File: src/verilog/sbn_consts.svh
/*
 * Offsets, reset values and timing counts of the serial bus node register bank.
 * Assumes byte addressing on a 32-bit AXI4-Lite bus, one register per aligned word.
 */
`ifndef SBN_CONSTS_SVH
`define SBN_CONSTS_SVH

`define SBN_INIT_SPACE_BASE 48'hffff_f000_0000
`define SBN_BROADCAST_NODE 16'hffff

`define SBN_OFF_STATE_CLEAR 16'h0000
`define SBN_OFF_STATE_SET 16'h0004
`define SBN_OFF_NODE_ID 16'h0008
`define SBN_OFF_RESET_START 16'h000c
`define SBN_OFF_SPLIT_HI 16'h0018
`define SBN_OFF_SPLIT_LO 16'h001c
`define SBN_OFF_CYCLE_TIME 16'h0200
`define SBN_OFF_BUS_TIME 16'h0204
`define SBN_OFF_BUSY_TIMEOUT 16'h0210
`define SBN_OFF_MGR_ID 16'h021c
`define SBN_OFF_BW_AVAIL 16'h0220
`define SBN_OFF_CHAN_HI 16'h0224
`define SBN_OFF_CHAN_LO 16'h0228
`define SBN_OFF_CTRL 16'h0300
`define SBN_OFF_STATUS 16'h0304
`define SBN_OFF_GAP 16'h0308
`define SBN_WIN_TOPO 8'h10
`define SBN_WIN_SPEED 8'h11

`define SBN_STATE_CMSTR_BIT 8
`define SBN_CTRL_BM_BIT 0
`define SBN_CTRL_ISO_BIT 1
`define SBN_CTRL_GAP_BIT 2

`define SBN_RST_BW 13'h1333
`define SBN_RST_CHAN 64'hffff_ffff_ffff_ffff
`define SBN_RST_MGR_ID 6'h3f
`define SBN_RST_NODE_ID 16'hffff
`define SBN_RST_SPLIT_HI 32'h0000_0001
`define SBN_RST_SPLIT_LO 32'h0000_0000
`define SBN_RST_BUSY 32'h0000_0000
`define SBN_RST_GAP 6'h3f

`define SBN_SYS_CLK_KHZ 40000
`define SBN_CYC_CLK_KHZ 24576
`define SBN_CYCLES_PER_SEC 8000
`define SBN_CYCLE_PERIOD_US 125
`define SBN_OFFSET_MAX (`SBN_CYC_CLK_KHZ * `SBN_CYCLE_PERIOD_US / 1000 - 1)
`define SBN_CYCLE_MAX (`SBN_CYCLES_PER_SEC - 1)

`define SBN_GAP_BASE 6'h05
`define SBN_GAP_PER_HOP 6'h03

`endif

File: src/verilog/sbn_pkg.sv
/*
 * Types of the serial bus node register bank: bus carriers, link carriers, state.
 * Assumes the constants header is included by every user.
 */
package sbn_pkg;
    typedef enum {CM_IDLE, CM_ARB} sbn_cm_e;

    typedef struct packed {
        logic [15:0] node_id;
        logic [47:0] offset;
    } sbn_bus_addr_s;

    typedef struct packed {
        logic awvalid; logic [15:0] awaddr;
        logic wvalid; logic [31:0] wdata; logic [3:0] wstrb;
        logic bready;
        logic arvalid; logic [15:0] araddr;
        logic rready;
    } sbn_axi_req_s;

    typedef struct packed {
        logic awready; logic wready;
        logic bvalid; logic [1:0] bresp;
        logic arready;
        logic rvalid; logic [31:0] rdata; logic [1:0] rresp;
    } sbn_axi_rsp_s;

    typedef struct packed {
        logic [5:0] phy_id; logic link_active; logic [1:0] speed;
        logic contender; logic [2:0] power;
    } sbn_selfid_s;

    typedef struct packed {
        logic bus_reset; logic nid_valid; logic [15:0] nid;
        logic cs_rx_valid; logic [31:0] cs_rx_time;
        logic sid_valid; sbn_selfid_s sid; logic sid_done;
        logic arb_won; logic split_req; logic split_resp;
    } sbn_link_in_s;

    typedef struct packed {
        logic cs_arb_req; logic cs_tx_valid; logic [31:0] cs_tx_time;
        sbn_bus_addr_s cs_tx_addr;
        logic cmd_reset; logic split_timeout; logic [15:0] split_limit;
        logic root_reset_req; logic [5:0] force_root_id;
        logic [5:0] gap_count; logic gap_update;
        logic shed_valid; logic [5:0] shed_id; logic is_irm;
    } sbn_link_out_s;

    typedef struct packed {
        logic aw_have; logic [15:0] aw_addr;
        logic w_have; logic [31:0] w_data; logic [3:0] w_strb;
        logic bvalid; logic [1:0] bresp; logic wr_done; logic [15:0] wr_addr;
        logic rvalid; logic [1:0] rresp; logic [31:0] rdata;
        logic [31:0] state_bits; logic [15:0] node_id;
        logic [31:0] split_hi; logic [31:0] split_lo;
        logic [31:0] cycle_time; logic [31:0] bus_time; logic [31:0] busy_timeout;
        logic [5:0] mgr_id; logic [12:0] bw_avail; logic [63:0] chan_avail;
        logic [2:0] ctrl; logic [15:0] tick_acc; sbn_cm_e cm;
        logic cs_tx; logic cmd_reset;
        logic split_busy; logic [15:0] split_cnt; logic split_to;
        logic [5:0] max_id; logic [5:0] max_cont; logic cont_seen; logic root_cap;
        logic [6:0] nodes; logic [7:0] demand; logic [7:0] supply;
        logic [5:0] shed_id; logic power_over; logic shed;
        logic [5:0] gap; logic gap_upd; logic root_req;
        logic [63:0][31:0] topo;
    } sbn_state_s;
endpackage
File: src/verilog/sbn_csr_node.sv
/*
 * Serial bus node register bank with cycle clock, cycle master, resource
 * manager and bus manager duties, reached by software over AXI4-Lite.
 * Assumes a 40 MHz aclk and a link layer that delivers self-identify
 * quadlets, cycle start packets and arbitration results as one-cycle strobes.
 */
// Register access over AXI4-Lite and the register offsets were chosen for this implementation.
// What this block does
// - core registers live in initial register space
// - state clear and set registers always present
// - node identity loaded after each bus reset
// - write to reset start forces command reset
// - split transactions time out at programmed limit
// - free-running cycle clock readable as cycle time
// - received cycle start loads cycle time when not cycle master and not behind current time
// - cycle time never moves backward except on a software write
// - cycle master makes 8000 cycle events per second
// - cycle master arbitrates then sends cycle start
// - bus time register extends the clock range
// - available bandwidth starts near 100 microseconds
// - 64-bit channel map, all free initially
// - manager pointer register, written by bus manager
// - largest contender physical id becomes resource manager
// - resource manager and cycle master both provided
// - bus manager resets bus for capable root
// - bus manager publishes topology and speed maps
// - bus manager may shrink the gap count
// - bus manager sheds nodes on power overrun
// - bus address is node id plus offset
`timescale 1ns/1ps
`include "sbn_consts.svh"

module sbn_csr_node (
    input wire logic aclk,
    input wire logic aresetn,
    input wire sbn_pkg::sbn_axi_req_s axi_req,
    output sbn_pkg::sbn_axi_rsp_s axi_rsp,
    input wire sbn_pkg::sbn_link_in_s link_in,
    output sbn_pkg::sbn_link_out_s link_out
);
    import sbn_pkg::*;

    sbn_state_s s_q;
    sbn_state_s s_d;

    function automatic logic [31:0] merge(input logic [31:0] old, input logic [31:0] dat,
                                          input logic [3:0] strb);
        logic [31:0] res;
        res = old;
        for (int i = 0; i < 4; i++) begin
            if (strb[i]) begin
                res[i*8 +: 8] = dat[i*8 +: 8];
            end
        end
        return res;
    endfunction

    // offset, cycle count, seconds; the counting order of the cycle clock
    function automatic logic [31:0] ct_next(input logic [31:0] ct);
        logic [31:0] n;
        n = ct;
        if (ct[11:0] >= 12'(`SBN_OFFSET_MAX)) begin
            n[11:0] = 12'h000;
            if (ct[24:12] >= 13'(`SBN_CYCLE_MAX)) begin
                n[24:12] = 13'h0000;
                n[31:25] = ct[31:25] + 7'h01;
            end else begin
                n[24:12] = ct[24:12] + 13'h0001;
            end
        end else begin
            n[11:0] = ct[11:0] + 12'h001;
        end
        return n;
    endfunction

    logic wr_go;
    logic tick;
    logic [16:0] acc_sum;
    logic cyc_wrap;
    logic off_wrap;
    logic cm_en;
    logic [31:0] rd_val;
    logic rd_ok;
    logic [15:0] limit;
    logic [2:0] units;
    logic [5:0] hops;

    always_comb begin
        s_d = s_q;
        wr_go = s_q.aw_have && s_q.w_have && !s_q.bvalid;
        cm_en = s_q.state_bits[`SBN_STATE_CMSTR_BIT];
        s_d.wr_done = 1'b0;
        s_d.cmd_reset = 1'b0;
        s_d.cs_tx = 1'b0;
        s_d.split_to = 1'b0;
        s_d.gap_upd = 1'b0;
        s_d.root_req = 1'b0;
        s_d.shed = 1'b0;
        units = 3'h0;
        hops = 6'h00;

        // free-running cycle clock from the 40 MHz system clock
        acc_sum = {1'b0, s_q.tick_acc} + 17'(`SBN_CYC_CLK_KHZ);
        tick = acc_sum >= 17'(`SBN_SYS_CLK_KHZ);
        s_d.tick_acc = tick ? 16'(acc_sum - 17'(`SBN_SYS_CLK_KHZ)) : acc_sum[15:0];
        off_wrap = tick && (s_q.cycle_time[11:0] >= 12'(`SBN_OFFSET_MAX));
        cyc_wrap = off_wrap && (s_q.cycle_time[24:12] >= 13'(`SBN_CYCLE_MAX));
        if (tick) begin
            s_d.cycle_time = ct_next(s_q.cycle_time);
        end
        if (cyc_wrap) begin
            s_d.bus_time = s_q.bus_time + 32'h0000_0001;
        end
        // a late cycle start is ignored rather than stepping time back
        if (link_in.cs_rx_valid && !cm_en
            && $signed(link_in.cs_rx_time - s_q.cycle_time) >= 0) begin
            s_d.cycle_time = link_in.cs_rx_time;
        end

        // cycle master: one event per cycle count step, i.e. 8000 per second
        case (s_q.cm)
            CM_IDLE: begin
                if (cm_en && off_wrap) begin
                    s_d.cm = CM_ARB;
                end
            end
            CM_ARB: begin
                if (link_in.arb_won) begin
                    s_d.cs_tx = 1'b1;
                    s_d.cm = CM_IDLE;
                end
            end
            default: s_d.cm = CM_IDLE;
        endcase

        // split transaction timer counts isochronous cycles
        limit = 16'(s_q.split_hi[2:0] * 16'(`SBN_CYCLES_PER_SEC)) + 16'(s_q.split_lo[31:19]);
        if (link_in.split_req) begin
            s_d.split_busy = 1'b1;
            s_d.split_cnt = 16'h0000;
        end else if (link_in.split_resp) begin
            s_d.split_busy = 1'b0;
        end else if (s_q.split_busy && off_wrap) begin
            if (s_q.split_cnt >= limit) begin
                s_d.split_to = 1'b1;
                s_d.split_busy = 1'b0;
            end else begin
                s_d.split_cnt = s_q.split_cnt + 16'h0001;
            end
        end

        // node identity and self-identify analysis
        if (link_in.bus_reset) begin
            s_d.node_id = `SBN_RST_NODE_ID;
            s_d.mgr_id = `SBN_RST_MGR_ID;
            s_d.max_id = 6'h00;
            s_d.max_cont = 6'h00;
            s_d.cont_seen = 1'b0;
            s_d.root_cap = 1'b0;
            s_d.nodes = 7'h00;
            s_d.demand = 8'h00;
            s_d.supply = 8'h00;
        end
        if (link_in.nid_valid) begin
            s_d.node_id = link_in.nid;
            // own id is only known from the node id strobe, after self-id ends
            if (s_q.ctrl[`SBN_CTRL_BM_BIT]) begin
                s_d.mgr_id = link_in.nid[5:0];
            end
        end
        if (link_in.sid_valid) begin
            s_d.topo[link_in.sid.phy_id] = 32'(link_in.sid);
            s_d.nodes = s_q.nodes + 7'h01;
            if (link_in.sid.phy_id >= s_q.max_id) begin
                s_d.max_id = link_in.sid.phy_id;
                s_d.root_cap = link_in.sid.contender; // highest id is the root
            end
            if (link_in.sid.contender && link_in.sid.phy_id >= s_q.max_cont) begin
                s_d.max_cont = link_in.sid.phy_id;
                s_d.cont_seen = 1'b1;
            end
            units = {1'b0, link_in.sid.power[1:0]} + 3'h1;
            if (link_in.sid.power[2]) begin
                s_d.demand = s_q.demand + 8'(units);
                s_d.shed_id = link_in.sid.phy_id;
            end else if (link_in.sid.power[1:0] != 2'b00) begin
                s_d.supply = s_q.supply + 8'(units);
            end
        end
        if (link_in.sid_done && s_q.ctrl[`SBN_CTRL_BM_BIT]) begin
            s_d.power_over = s_q.demand > s_q.supply;
            s_d.shed = s_q.demand > s_q.supply;
            if (s_q.ctrl[`SBN_CTRL_ISO_BIT] && !s_q.root_cap) begin
                s_d.root_req = 1'b1;
            end
            // daisy chain is the worst case: hops bounded by node count
            hops = (s_q.nodes > 7'h01) ? 6'(s_q.nodes - 7'h01) : 6'h00;
            if (s_q.ctrl[`SBN_CTRL_GAP_BIT] && hops < 6'h12) begin
                s_d.gap = `SBN_GAP_BASE + 6'(hops * `SBN_GAP_PER_HOP);
                s_d.gap_upd = 1'b1;
            end
        end

        // register read decode
        rd_ok = 1'b1;
        rd_val = 32'h0000_0000;
        if (axi_req.araddr[15:8] == `SBN_WIN_TOPO) begin
            rd_val = s_q.topo[axi_req.araddr[7:2]];
        end else if (axi_req.araddr[15:8] == `SBN_WIN_SPEED) begin
            rd_val = {30'h0, s_q.topo[axi_req.araddr[7:2]][5:4]};
        end else begin
            case (axi_req.araddr)
                `SBN_OFF_STATE_CLEAR: rd_val = s_q.state_bits;
                `SBN_OFF_STATE_SET: rd_val = s_q.state_bits;
                `SBN_OFF_NODE_ID: rd_val = {16'h0000, s_q.node_id};
                `SBN_OFF_RESET_START: rd_val = 32'h0000_0000;
                `SBN_OFF_SPLIT_HI: rd_val = s_q.split_hi;
                `SBN_OFF_SPLIT_LO: rd_val = s_q.split_lo;
                `SBN_OFF_CYCLE_TIME: rd_val = s_q.cycle_time;
                `SBN_OFF_BUS_TIME: rd_val = s_q.bus_time;
                `SBN_OFF_BUSY_TIMEOUT: rd_val = s_q.busy_timeout;
                `SBN_OFF_MGR_ID: rd_val = {26'h0, s_q.mgr_id};
                `SBN_OFF_BW_AVAIL: rd_val = {19'h0, s_q.bw_avail};
                `SBN_OFF_CHAN_HI: rd_val = s_q.chan_avail[63:32];
                `SBN_OFF_CHAN_LO: rd_val = s_q.chan_avail[31:0];
                `SBN_OFF_CTRL: rd_val = {29'h0, s_q.ctrl};
                `SBN_OFF_STATUS: rd_val = {26'h0, s_q.power_over, s_q.root_cap,
                                           s_q.cont_seen, link_out.is_irm,
                                           s_q.split_busy, s_q.cm == CM_ARB};
                `SBN_OFF_GAP: rd_val = {26'h0, s_q.gap};
                default: rd_ok = 1'b0;
            endcase
        end
        if (axi_req.arvalid && !s_q.rvalid) begin
            s_d.rvalid = 1'b1;
            s_d.rdata = rd_val;
            s_d.rresp = rd_ok ? 2'b00 : 2'b10;
        end else if (s_q.rvalid && axi_req.rready) begin
            s_d.rvalid = 1'b0;
        end

        // write path: address and data taken in either order
        if (axi_req.awvalid && !s_q.aw_have && !s_q.bvalid) begin
            s_d.aw_have = 1'b1;
            s_d.aw_addr = axi_req.awaddr;
        end
        if (axi_req.wvalid && !s_q.w_have && !s_q.bvalid) begin
            s_d.w_have = 1'b1;
            s_d.w_data = axi_req.wdata;
            s_d.w_strb = axi_req.wstrb;
        end
        if (s_q.bvalid && axi_req.bready) begin
            s_d.bvalid = 1'b0;
        end
        if (wr_go) begin
            s_d.aw_have = 1'b0;
            s_d.w_have = 1'b0;
            s_d.bvalid = 1'b1;
            s_d.bresp = 2'b00;
            s_d.wr_done = 1'b1;
            s_d.wr_addr = s_q.aw_addr;
            case (s_q.aw_addr)
                `SBN_OFF_STATE_CLEAR: s_d.state_bits = s_q.state_bits
                                          & ~(s_q.w_data & merge(32'h0, 32'hffff_ffff, s_q.w_strb));
                `SBN_OFF_STATE_SET: s_d.state_bits = s_q.state_bits
                                        | (s_q.w_data & merge(32'h0, 32'hffff_ffff, s_q.w_strb));
                `SBN_OFF_NODE_ID: s_d.node_id = 16'(merge({16'h0, s_q.node_id}, s_q.w_data,
                                                          s_q.w_strb));
                `SBN_OFF_RESET_START: begin
                    // command reset returns state bits, split timeout registers and cycle master to defaults
                    s_d.cmd_reset = 1'b1;
                    s_d.state_bits = 32'h0000_0000;
                    s_d.split_hi = `SBN_RST_SPLIT_HI;
                    s_d.split_lo = `SBN_RST_SPLIT_LO;
                    s_d.split_busy = 1'b0;
                    s_d.cm = CM_IDLE;
                end
                `SBN_OFF_SPLIT_HI: s_d.split_hi = merge(s_q.split_hi, s_q.w_data, s_q.w_strb);
                `SBN_OFF_SPLIT_LO: s_d.split_lo = merge(s_q.split_lo, s_q.w_data, s_q.w_strb);
                `SBN_OFF_CYCLE_TIME: s_d.cycle_time = merge(s_q.cycle_time, s_q.w_data,
                                                            s_q.w_strb);
                `SBN_OFF_BUS_TIME: s_d.bus_time = merge(s_q.bus_time, s_q.w_data, s_q.w_strb);
                `SBN_OFF_BUSY_TIMEOUT: s_d.busy_timeout = merge(s_q.busy_timeout, s_q.w_data,
                                                                s_q.w_strb);
                `SBN_OFF_MGR_ID: s_d.mgr_id = s_q.w_data[5:0];
                `SBN_OFF_BW_AVAIL: s_d.bw_avail = s_q.w_data[12:0];
                `SBN_OFF_CHAN_HI: s_d.chan_avail[63:32] = merge(s_q.chan_avail[63:32],
                                                                s_q.w_data, s_q.w_strb);
                `SBN_OFF_CHAN_LO: s_d.chan_avail[31:0] = merge(s_q.chan_avail[31:0],
                                                               s_q.w_data, s_q.w_strb);
                `SBN_OFF_CTRL: s_d.ctrl = s_q.w_data[2:0];
                `SBN_OFF_GAP: s_d.gap = s_q.w_data[5:0];
                default: s_d.bresp = 2'b10;
            endcase
        end
    end

    always_ff @(posedge aclk) begin
        if (!aresetn) begin
            s_q <= '0;
            s_q.cm <= CM_IDLE;
            s_q.node_id <= `SBN_RST_NODE_ID;
            s_q.split_hi <= `SBN_RST_SPLIT_HI;
            s_q.split_lo <= `SBN_RST_SPLIT_LO;
            s_q.busy_timeout <= `SBN_RST_BUSY;
            s_q.mgr_id <= `SBN_RST_MGR_ID;
            s_q.bw_avail <= `SBN_RST_BW;
            s_q.chan_avail <= `SBN_RST_CHAN;
            s_q.gap <= `SBN_RST_GAP;
        end else begin
            s_q <= s_d;
        end
    end

    always_comb begin
        axi_rsp.awready = !s_q.aw_have && !s_q.bvalid;
        axi_rsp.wready = !s_q.w_have && !s_q.bvalid;
        axi_rsp.bvalid = s_q.bvalid;
        axi_rsp.bresp = s_q.bresp;
        axi_rsp.arready = !s_q.rvalid;
        axi_rsp.rvalid = s_q.rvalid;
        axi_rsp.rdata = s_q.rdata;
        axi_rsp.rresp = s_q.rresp;
        link_out.cs_arb_req = s_q.cm == CM_ARB;
        link_out.cs_tx_valid = s_q.cs_tx;
        link_out.cs_tx_time = s_q.cycle_time;
        link_out.cs_tx_addr.node_id = `SBN_BROADCAST_NODE;
        link_out.cs_tx_addr.offset = `SBN_INIT_SPACE_BASE + 48'(`SBN_OFF_CYCLE_TIME);
        link_out.cmd_reset = s_q.cmd_reset;
        link_out.split_timeout = s_q.split_to;
        link_out.split_limit = 16'(s_q.split_hi[2:0] * 16'(`SBN_CYCLES_PER_SEC))
                               + 16'(s_q.split_lo[31:19]);
        link_out.root_reset_req = s_q.root_req;
        link_out.force_root_id = s_q.max_cont;
        link_out.gap_count = s_q.gap;
        link_out.gap_update = s_q.gap_upd;
        link_out.shed_valid = s_q.shed;
        link_out.shed_id = s_q.shed_id;
        link_out.is_irm = s_q.cont_seen && s_q.max_cont == s_q.node_id[5:0];
    end

    property p_reset_cmd;
        @(posedge aclk) disable iff (!aresetn)
        ($rose(s_q.wr_done) && s_q.wr_addr == `SBN_OFF_RESET_START) |-> s_q.cmd_reset;
    endproperty
    a_reset_cmd: assert property (p_reset_cmd) else $error("reset start write lost");

    property p_no_backward;
        @(posedge aclk) disable iff (!aresetn)
        !(s_q.wr_done && s_q.wr_addr == `SBN_OFF_CYCLE_TIME) && !$past(s_q.cs_tx)
        |-> $signed(s_q.cycle_time - $past(s_q.cycle_time)) >= 0;
    endproperty
    a_no_backward: assert property (p_no_backward) else $error("cycle time went back");

    property p_cycle_event;
        @(posedge aclk) disable iff (!aresetn)
        (s_q.cm == CM_IDLE && cm_en && off_wrap && !wr_go) |=> link_out.cs_arb_req;
    endproperty
    a_cycle_event: assert property (p_cycle_event) else $error("no cycle event");

    property p_cs_send;
        @(posedge aclk) disable iff (!aresetn)
        (link_out.cs_arb_req && link_in.arb_won) |=> link_out.cs_tx_valid ##1 !link_out.cs_tx_valid;
    endproperty
    a_cs_send: assert property (p_cs_send) else $error("cycle start not sent");

    property p_bw_init;
        @(posedge aclk) $rose(aresetn) |-> s_q.bw_avail == `SBN_RST_BW;
    endproperty
    a_bw_init: assert property (p_bw_init) else $error("bandwidth reset value");

    property p_chan_init;
        @(posedge aclk) $rose(aresetn) |-> s_q.chan_avail == `SBN_RST_CHAN;
    endproperty
    a_chan_init: assert property (p_chan_init) else $error("channel map reset value");

    property p_nid_load;
        @(posedge aclk) disable iff (!aresetn)
        (link_in.nid_valid && !wr_go) |=> s_q.node_id == $past(link_in.nid);
    endproperty
    a_nid_load: assert property (p_nid_load) else $error("node id not loaded");

    property p_split_to;
        @(posedge aclk) disable iff (!aresetn)
        link_out.split_timeout |-> $past(s_q.split_cnt) >= $past(link_out.split_limit);
    endproperty
    a_split_to: assert property (p_split_to) else $error("early split timeout");

    property p_offset_range;
        @(posedge aclk) disable iff (!aresetn)
        (tick && s_q.cycle_time[11:0] == 12'hbff && !wr_go && !link_in.cs_rx_valid)
        |=> s_q.cycle_time[11:0] == 12'h000;
    endproperty
    a_offset_range: assert property (p_offset_range) else $error("offset wrap wrong");
endmodule

File: config.mk
export PLATFORM = sky130hd
export DESIGN_NAME = sbn_csr_node
export DESIGN_NICKNAME = d
export VERILOG_FILES = /design/src/verilog/sbn_pkg.sv /design/src/verilog/sbn_csr_node.sv
export VERILOG_INCLUDE_DIRS = /design/src /design/src/verilog
export SDC_FILE = /design/constraint.sdc
export NUM_CORES = 2
export LEC_CHECK = 0
export ABC_AREA = 1
export BUFFER_PORTS_ARGS = -buffer_cell sky130_fd_sc_hd__buf_2
export CAP_MARGIN = 20
export CORE_MARGIN = 1.5
export CORE_UTILIZATION = 55
export CTS_CLUSTER_DIAMETER = 150
export DETAILED_ROUTE_END_ITERATION = 6
export GPL_TIMING_DRIVEN = 0
export PLACE_DENSITY = 0.73
export RECOVER_POWER = 100
export SYNTH_ARGS = -nofsm -noshare
export SYNTH_HDL_FRONTEND = slang
export SYNTH_SLANG_ARGS = --single-unit
File: constraint.sdc
create_clock -name aclk -period 7.68 [get_ports aclk]
set_input_delay 0.384 -clock aclk [delete_from_list [all_inputs] [get_ports aclk]]
set_output_delay 0.384 -clock aclk [all_outputs]
set_load 0.02 [all_outputs]
==> out/summary.log <==
qor: synthesis.yosys.cell_types.count 60
qor: timing.rsz0062_at_grt false
qor: finish.final_cell_mix 1587 x sky130_fd_sc_hd__nand2_1, 1331 x sky130_fd_sc_hd__dfxtp_1, 1236 x sky130_fd_sc_hd__nor2_1
qor: synthesis.count_of_mapped_cells_out_of_synthesis 8695
qor: cts.number_of_buffers_created_by_cts 143
qor: synthesis.synth_enable_flop_cells 0
qor: synthesis.ys.flop_type sky130_fd_sc_hd__dfxtp_1
qor: global_route.number_of_antenna_violations_at_the_first_check_in_global_routing 33
qor: timing.period_minus_slack 6120 ps
qor: synthesis.synth_seq_cells 1331
qor: critical_path.critPathArrivalTime 6790 ps
qor: timing.finalSetupViolations 0
qor: global_route.largest_net_degree_at_the_start_of_global_routing 17
qor: finish.mostFrequentLayoutCell sky130_fd_sc_hd__nand2_1
qor: timing.skew 37.8 ps
qor: cts.cts_tree yes
qor: placed_design.post-place-ws 2370 ps
qor: global_route.track_usage 0.517
qor: critical_path.critical-path-top-cell-by-count sky130_fd_sc_hd__inv_1
qor: timing.tns 0 ps
qor: drt.drt-wirelength-per-cell 27.8 µm
qor: synthesis.synth_async_sr_flop_share 0
qor: finish.finish.net_count 9566
qor: critical_path.crit_path_end_kind register
qor: job.cap_violations 4
qor: placed_design.globalplace.congestion 1.13
qor: placed_design.buffer_ports.inserted 248
qor: power.vdd.ir_drop.worst 275 µV
qor: global_route.grt-ovfl-total 0
qor: die.core_area 111000 µm²
qor: min_path.min_delay_path_depth 5
qor: drt.remaining_design_rule_violation_count 18
qor: timing.timing.max_slew.rel_slack -0.350
qor: drt.wl 304000 µm
qor: power.pwr_density_cell 231 nW/µm²
qor: cts.cts_resized 0
qor: drt.avgViaCountPerCell 6.21
qor: critical_path.cpMaxStageDelayCell sky130_fd_sc_hd__dfxtp_1
qor: die.placementRows 122
qor: synthesis.syn-cell-area 61700 µm²
qor: critical_path.slowest_delay 750 ps
qor: die.initial_core_utilization 0.556
qor: timing.max_clock_freq 163 MHz
qor: critical_path.critPathLaunchType register
qor: cts.clock_tree.root_cell sky130_fd_sc_hd__clkbuf_16
qor: timing.finalCritPeriodShare 0.796
qor: die.io-pin-count 323
qor: drt.drt_iter0_drc 10200
qor: timing.report.final.hold_viol_count 0
qor: outcome.status complete, but fails checks
qor: finish.area_growth 15.2%
qor: timing.timing_max_transition_violations_final 31
qor: finish.share_of_layout_cells_above_drive_strength_1 0.0769
qor: timing.tightestPinTransition 2030 ps
qor: die.die_height 338 µm
qor: critical_path.ff2ff_path_depth 25
qor: power.power.leakage 29.5 nW
qor: outcome.failed_checks DRC, capacitance limit, slew limit
qor: die.chipWidth 338 µm
qor: critical_path.timing.critical_path.fanout_max 10
qor: drt.detail-route-antenna-nets 0
qor: critical_path.crit_type reg2reg
qor: cts.cts.htree.levels 4
qor: critical_path.critPathRequiredTime 8350 ps
qor: die.die_area 114000 µm²
qor: cts.clkLatencyLatePin 810 ps
qor: min_path.hold_path.class in2reg
qor: critical_path.reg2reg_slack 1560 ps
qor: cts.clock-sinks 1331
qor: global_route.grt_pass1_vias 60700
qor: cts.clock_tree.buffer_depth 3
qor: synthesis.ys_seq_area_frac 0.432
qor: synthesis.syn_area_per_cell 7.09 µm²
qor: cts.cts.reportedPaths.clkPinSlew 70 ps
qor: placed_design.hpwlAfterDp 227000 µm
qor: synthesis.synth.yosys.warnings 0
qor: drt.dr_total_vias 67800
qor: global_route.grt_first_pass_wirelength 422000 µm
qor: drt.firstDrtPassIters 7
qor: timing.post-route-worst-setup-slack 1560 ps
[logic make-up after synthesis]
kind of cell / share of synthesized area
simple gates: 0.243
other cells: 0.000122
flops: 0.432
compound gates: 0.184
xor+xnor: 0.00838
fa+ha+maj: 0.0252
buf+inv: 0.107
[critical path: cells and delay by family (launching register included)]
family	cells	cell delay [ps]
AO/OA/AOI/OAI	4	460
XOR/XNOR	2	420
adder cells (fa/ha/maj)	5	1910
buffers and inverters	5	1120
flip-flops	1	750
AND/OR/NAND/NOR	9	1320
[registers in the layout, indices dropped and copies added (netlist names)]
signal	flops
axi_rsp	36
cm_en	1
s_q	1238
link_out	56
[power breakdown]
group	switching, W	internal [W]	total [W]
Sequential	0.000145	0.00703	0.00717
Clock	0.00303	0.00414	0.00718
Combinational	0.00155	0.000505	0.00205
Total	0.00473	0.0117	0.0164
[synth_stat cells, types with 9 or more instances]
| master | instances | area (µm²) |
|---|---|---|
| sky130_fd_sc_hd__nand3_1 | 350 | 1750 |
| sky130_fd_sc_hd__a21oi_1 | 860 | 4300 |
| sky130_fd_sc_hd__xor2_1 | 47 | 412 |
| sky130_fd_sc_hd__nand4_1 | 143 | 895 |
| sky130_fd_sc_hd__o21ai_0 | 800 | 4000 |
| sky130_fd_sc_hd__a22oi_1 | 82 | 616 |
| sky130_fd_sc_hd__xnor2_1 | 12 | 105 |
| sky130_fd_sc_hd__nor2_1 | 1230 | 4620 |
| sky130_fd_sc_hd__buf_1 | 20 | 75.1 |
| sky130_fd_sc_hd__dfxtp_1 | 1331 | 26600 |
| sky130_fd_sc_hd__nand2_2 | 14 | 87.6 |
| sky130_fd_sc_hd__buf_4 | 195 | 1460 |
| sky130_fd_sc_hd__nor3_1 | 207 | 1040 |
| sky130_fd_sc_hd__o22ai_1 | 131 | 820 |
| sky130_fd_sc_hd__clkbuf_1 | 362 | 1360 |
| sky130_fd_sc_hd__a31oi_1 | 11 | 68.8 |
| sky130_fd_sc_hd__inv_2 | 26 | 97.6 |
| sky130_fd_sc_hd__buf_2 | 91 | 455 |
| sky130_fd_sc_hd__ha_1 | 113 | 1410 |
| sky130_fd_sc_hd__clkinv_1 | 11 | 41.3 |
| sky130_fd_sc_hd__nand2_1 | 1578 | 5920 |
| sky130_fd_sc_hd__a211oi_1 | 43 | 323 |
| sky130_fd_sc_hd__nor4_1 | 9 | 56.3 |
| sky130_fd_sc_hd__o211ai_1 | 109 | 818 |
| sky130_fd_sc_hd__o2111ai_1 | 24 | 210 |
| sky130_fd_sc_hd__nand3b_1 | 14 | 105 |
| sky130_fd_sc_hd__inv_1 | 780 | 2930 |
| sky130_fd_sc_hd__buf_6 | 11 | 124 |
[final timing paths]
check	startpoint	end
worst max-delay path	s_q[2383]$_SDFFE_PN1P_	s_q[2108]$_SDFFE_PP0P_
worst min-delay path	link_in[52]	s_q[2250]$_SDFF_PN1_
worst max register to register	s_q[2383]$_SDFFE_PN1P_	s_q[2108]$_SDFFE_PP0P_
worst min register to register	s_q[361]$_SDFFE_PN0P_	s_q[361]$_SDFFE_PN0P_
[metrics by stage]
stage	power (W)	hold WS (ps)	cells	cell area (µm²)	utilization
after global routing	0.0167	2.46	10900	71000	0.640
after global placement	0.00917	420	10500	65100	0.587
after detailed placement	0.00922	424	10500	65500	0.590
final	0.0164	2.22	10900	71100	0.640
after CTS	0.0162	0.433	10900	71100	0.641
after floorplan	0.00834	415	8790	62000	-
[cell type report]
class	count	area [µm²]
antenna	24	60.1
buffer	683	3460
clock buffer	209	4240
clock inverter	43	548
fill	10300	39900
inverter	819	3080
multi-input combinational	5957	28700
sequential	1331	26600
tap	1488	1860
timing repair buffer	367	2470
[repair_timing]
action | in CTS | in global routing
hold endpoints to repair | 88 | 0
setup buffers | 0 | 0
hold buffers | 85 | 0
[routing by layer]
metal | vias to the layer above | wire length (µm) | GRT usage
met3 | 1607 | 41700 | 0.174
met1 | 31100 | 101000 | 0.579
met2 | 5423 | 124000 | 0.757
li1 | 29600 | - | -
met4 | 24 | 37300 | 0.516
met5 | - | 155 | 0
Power figures use the tool's default switching activity.
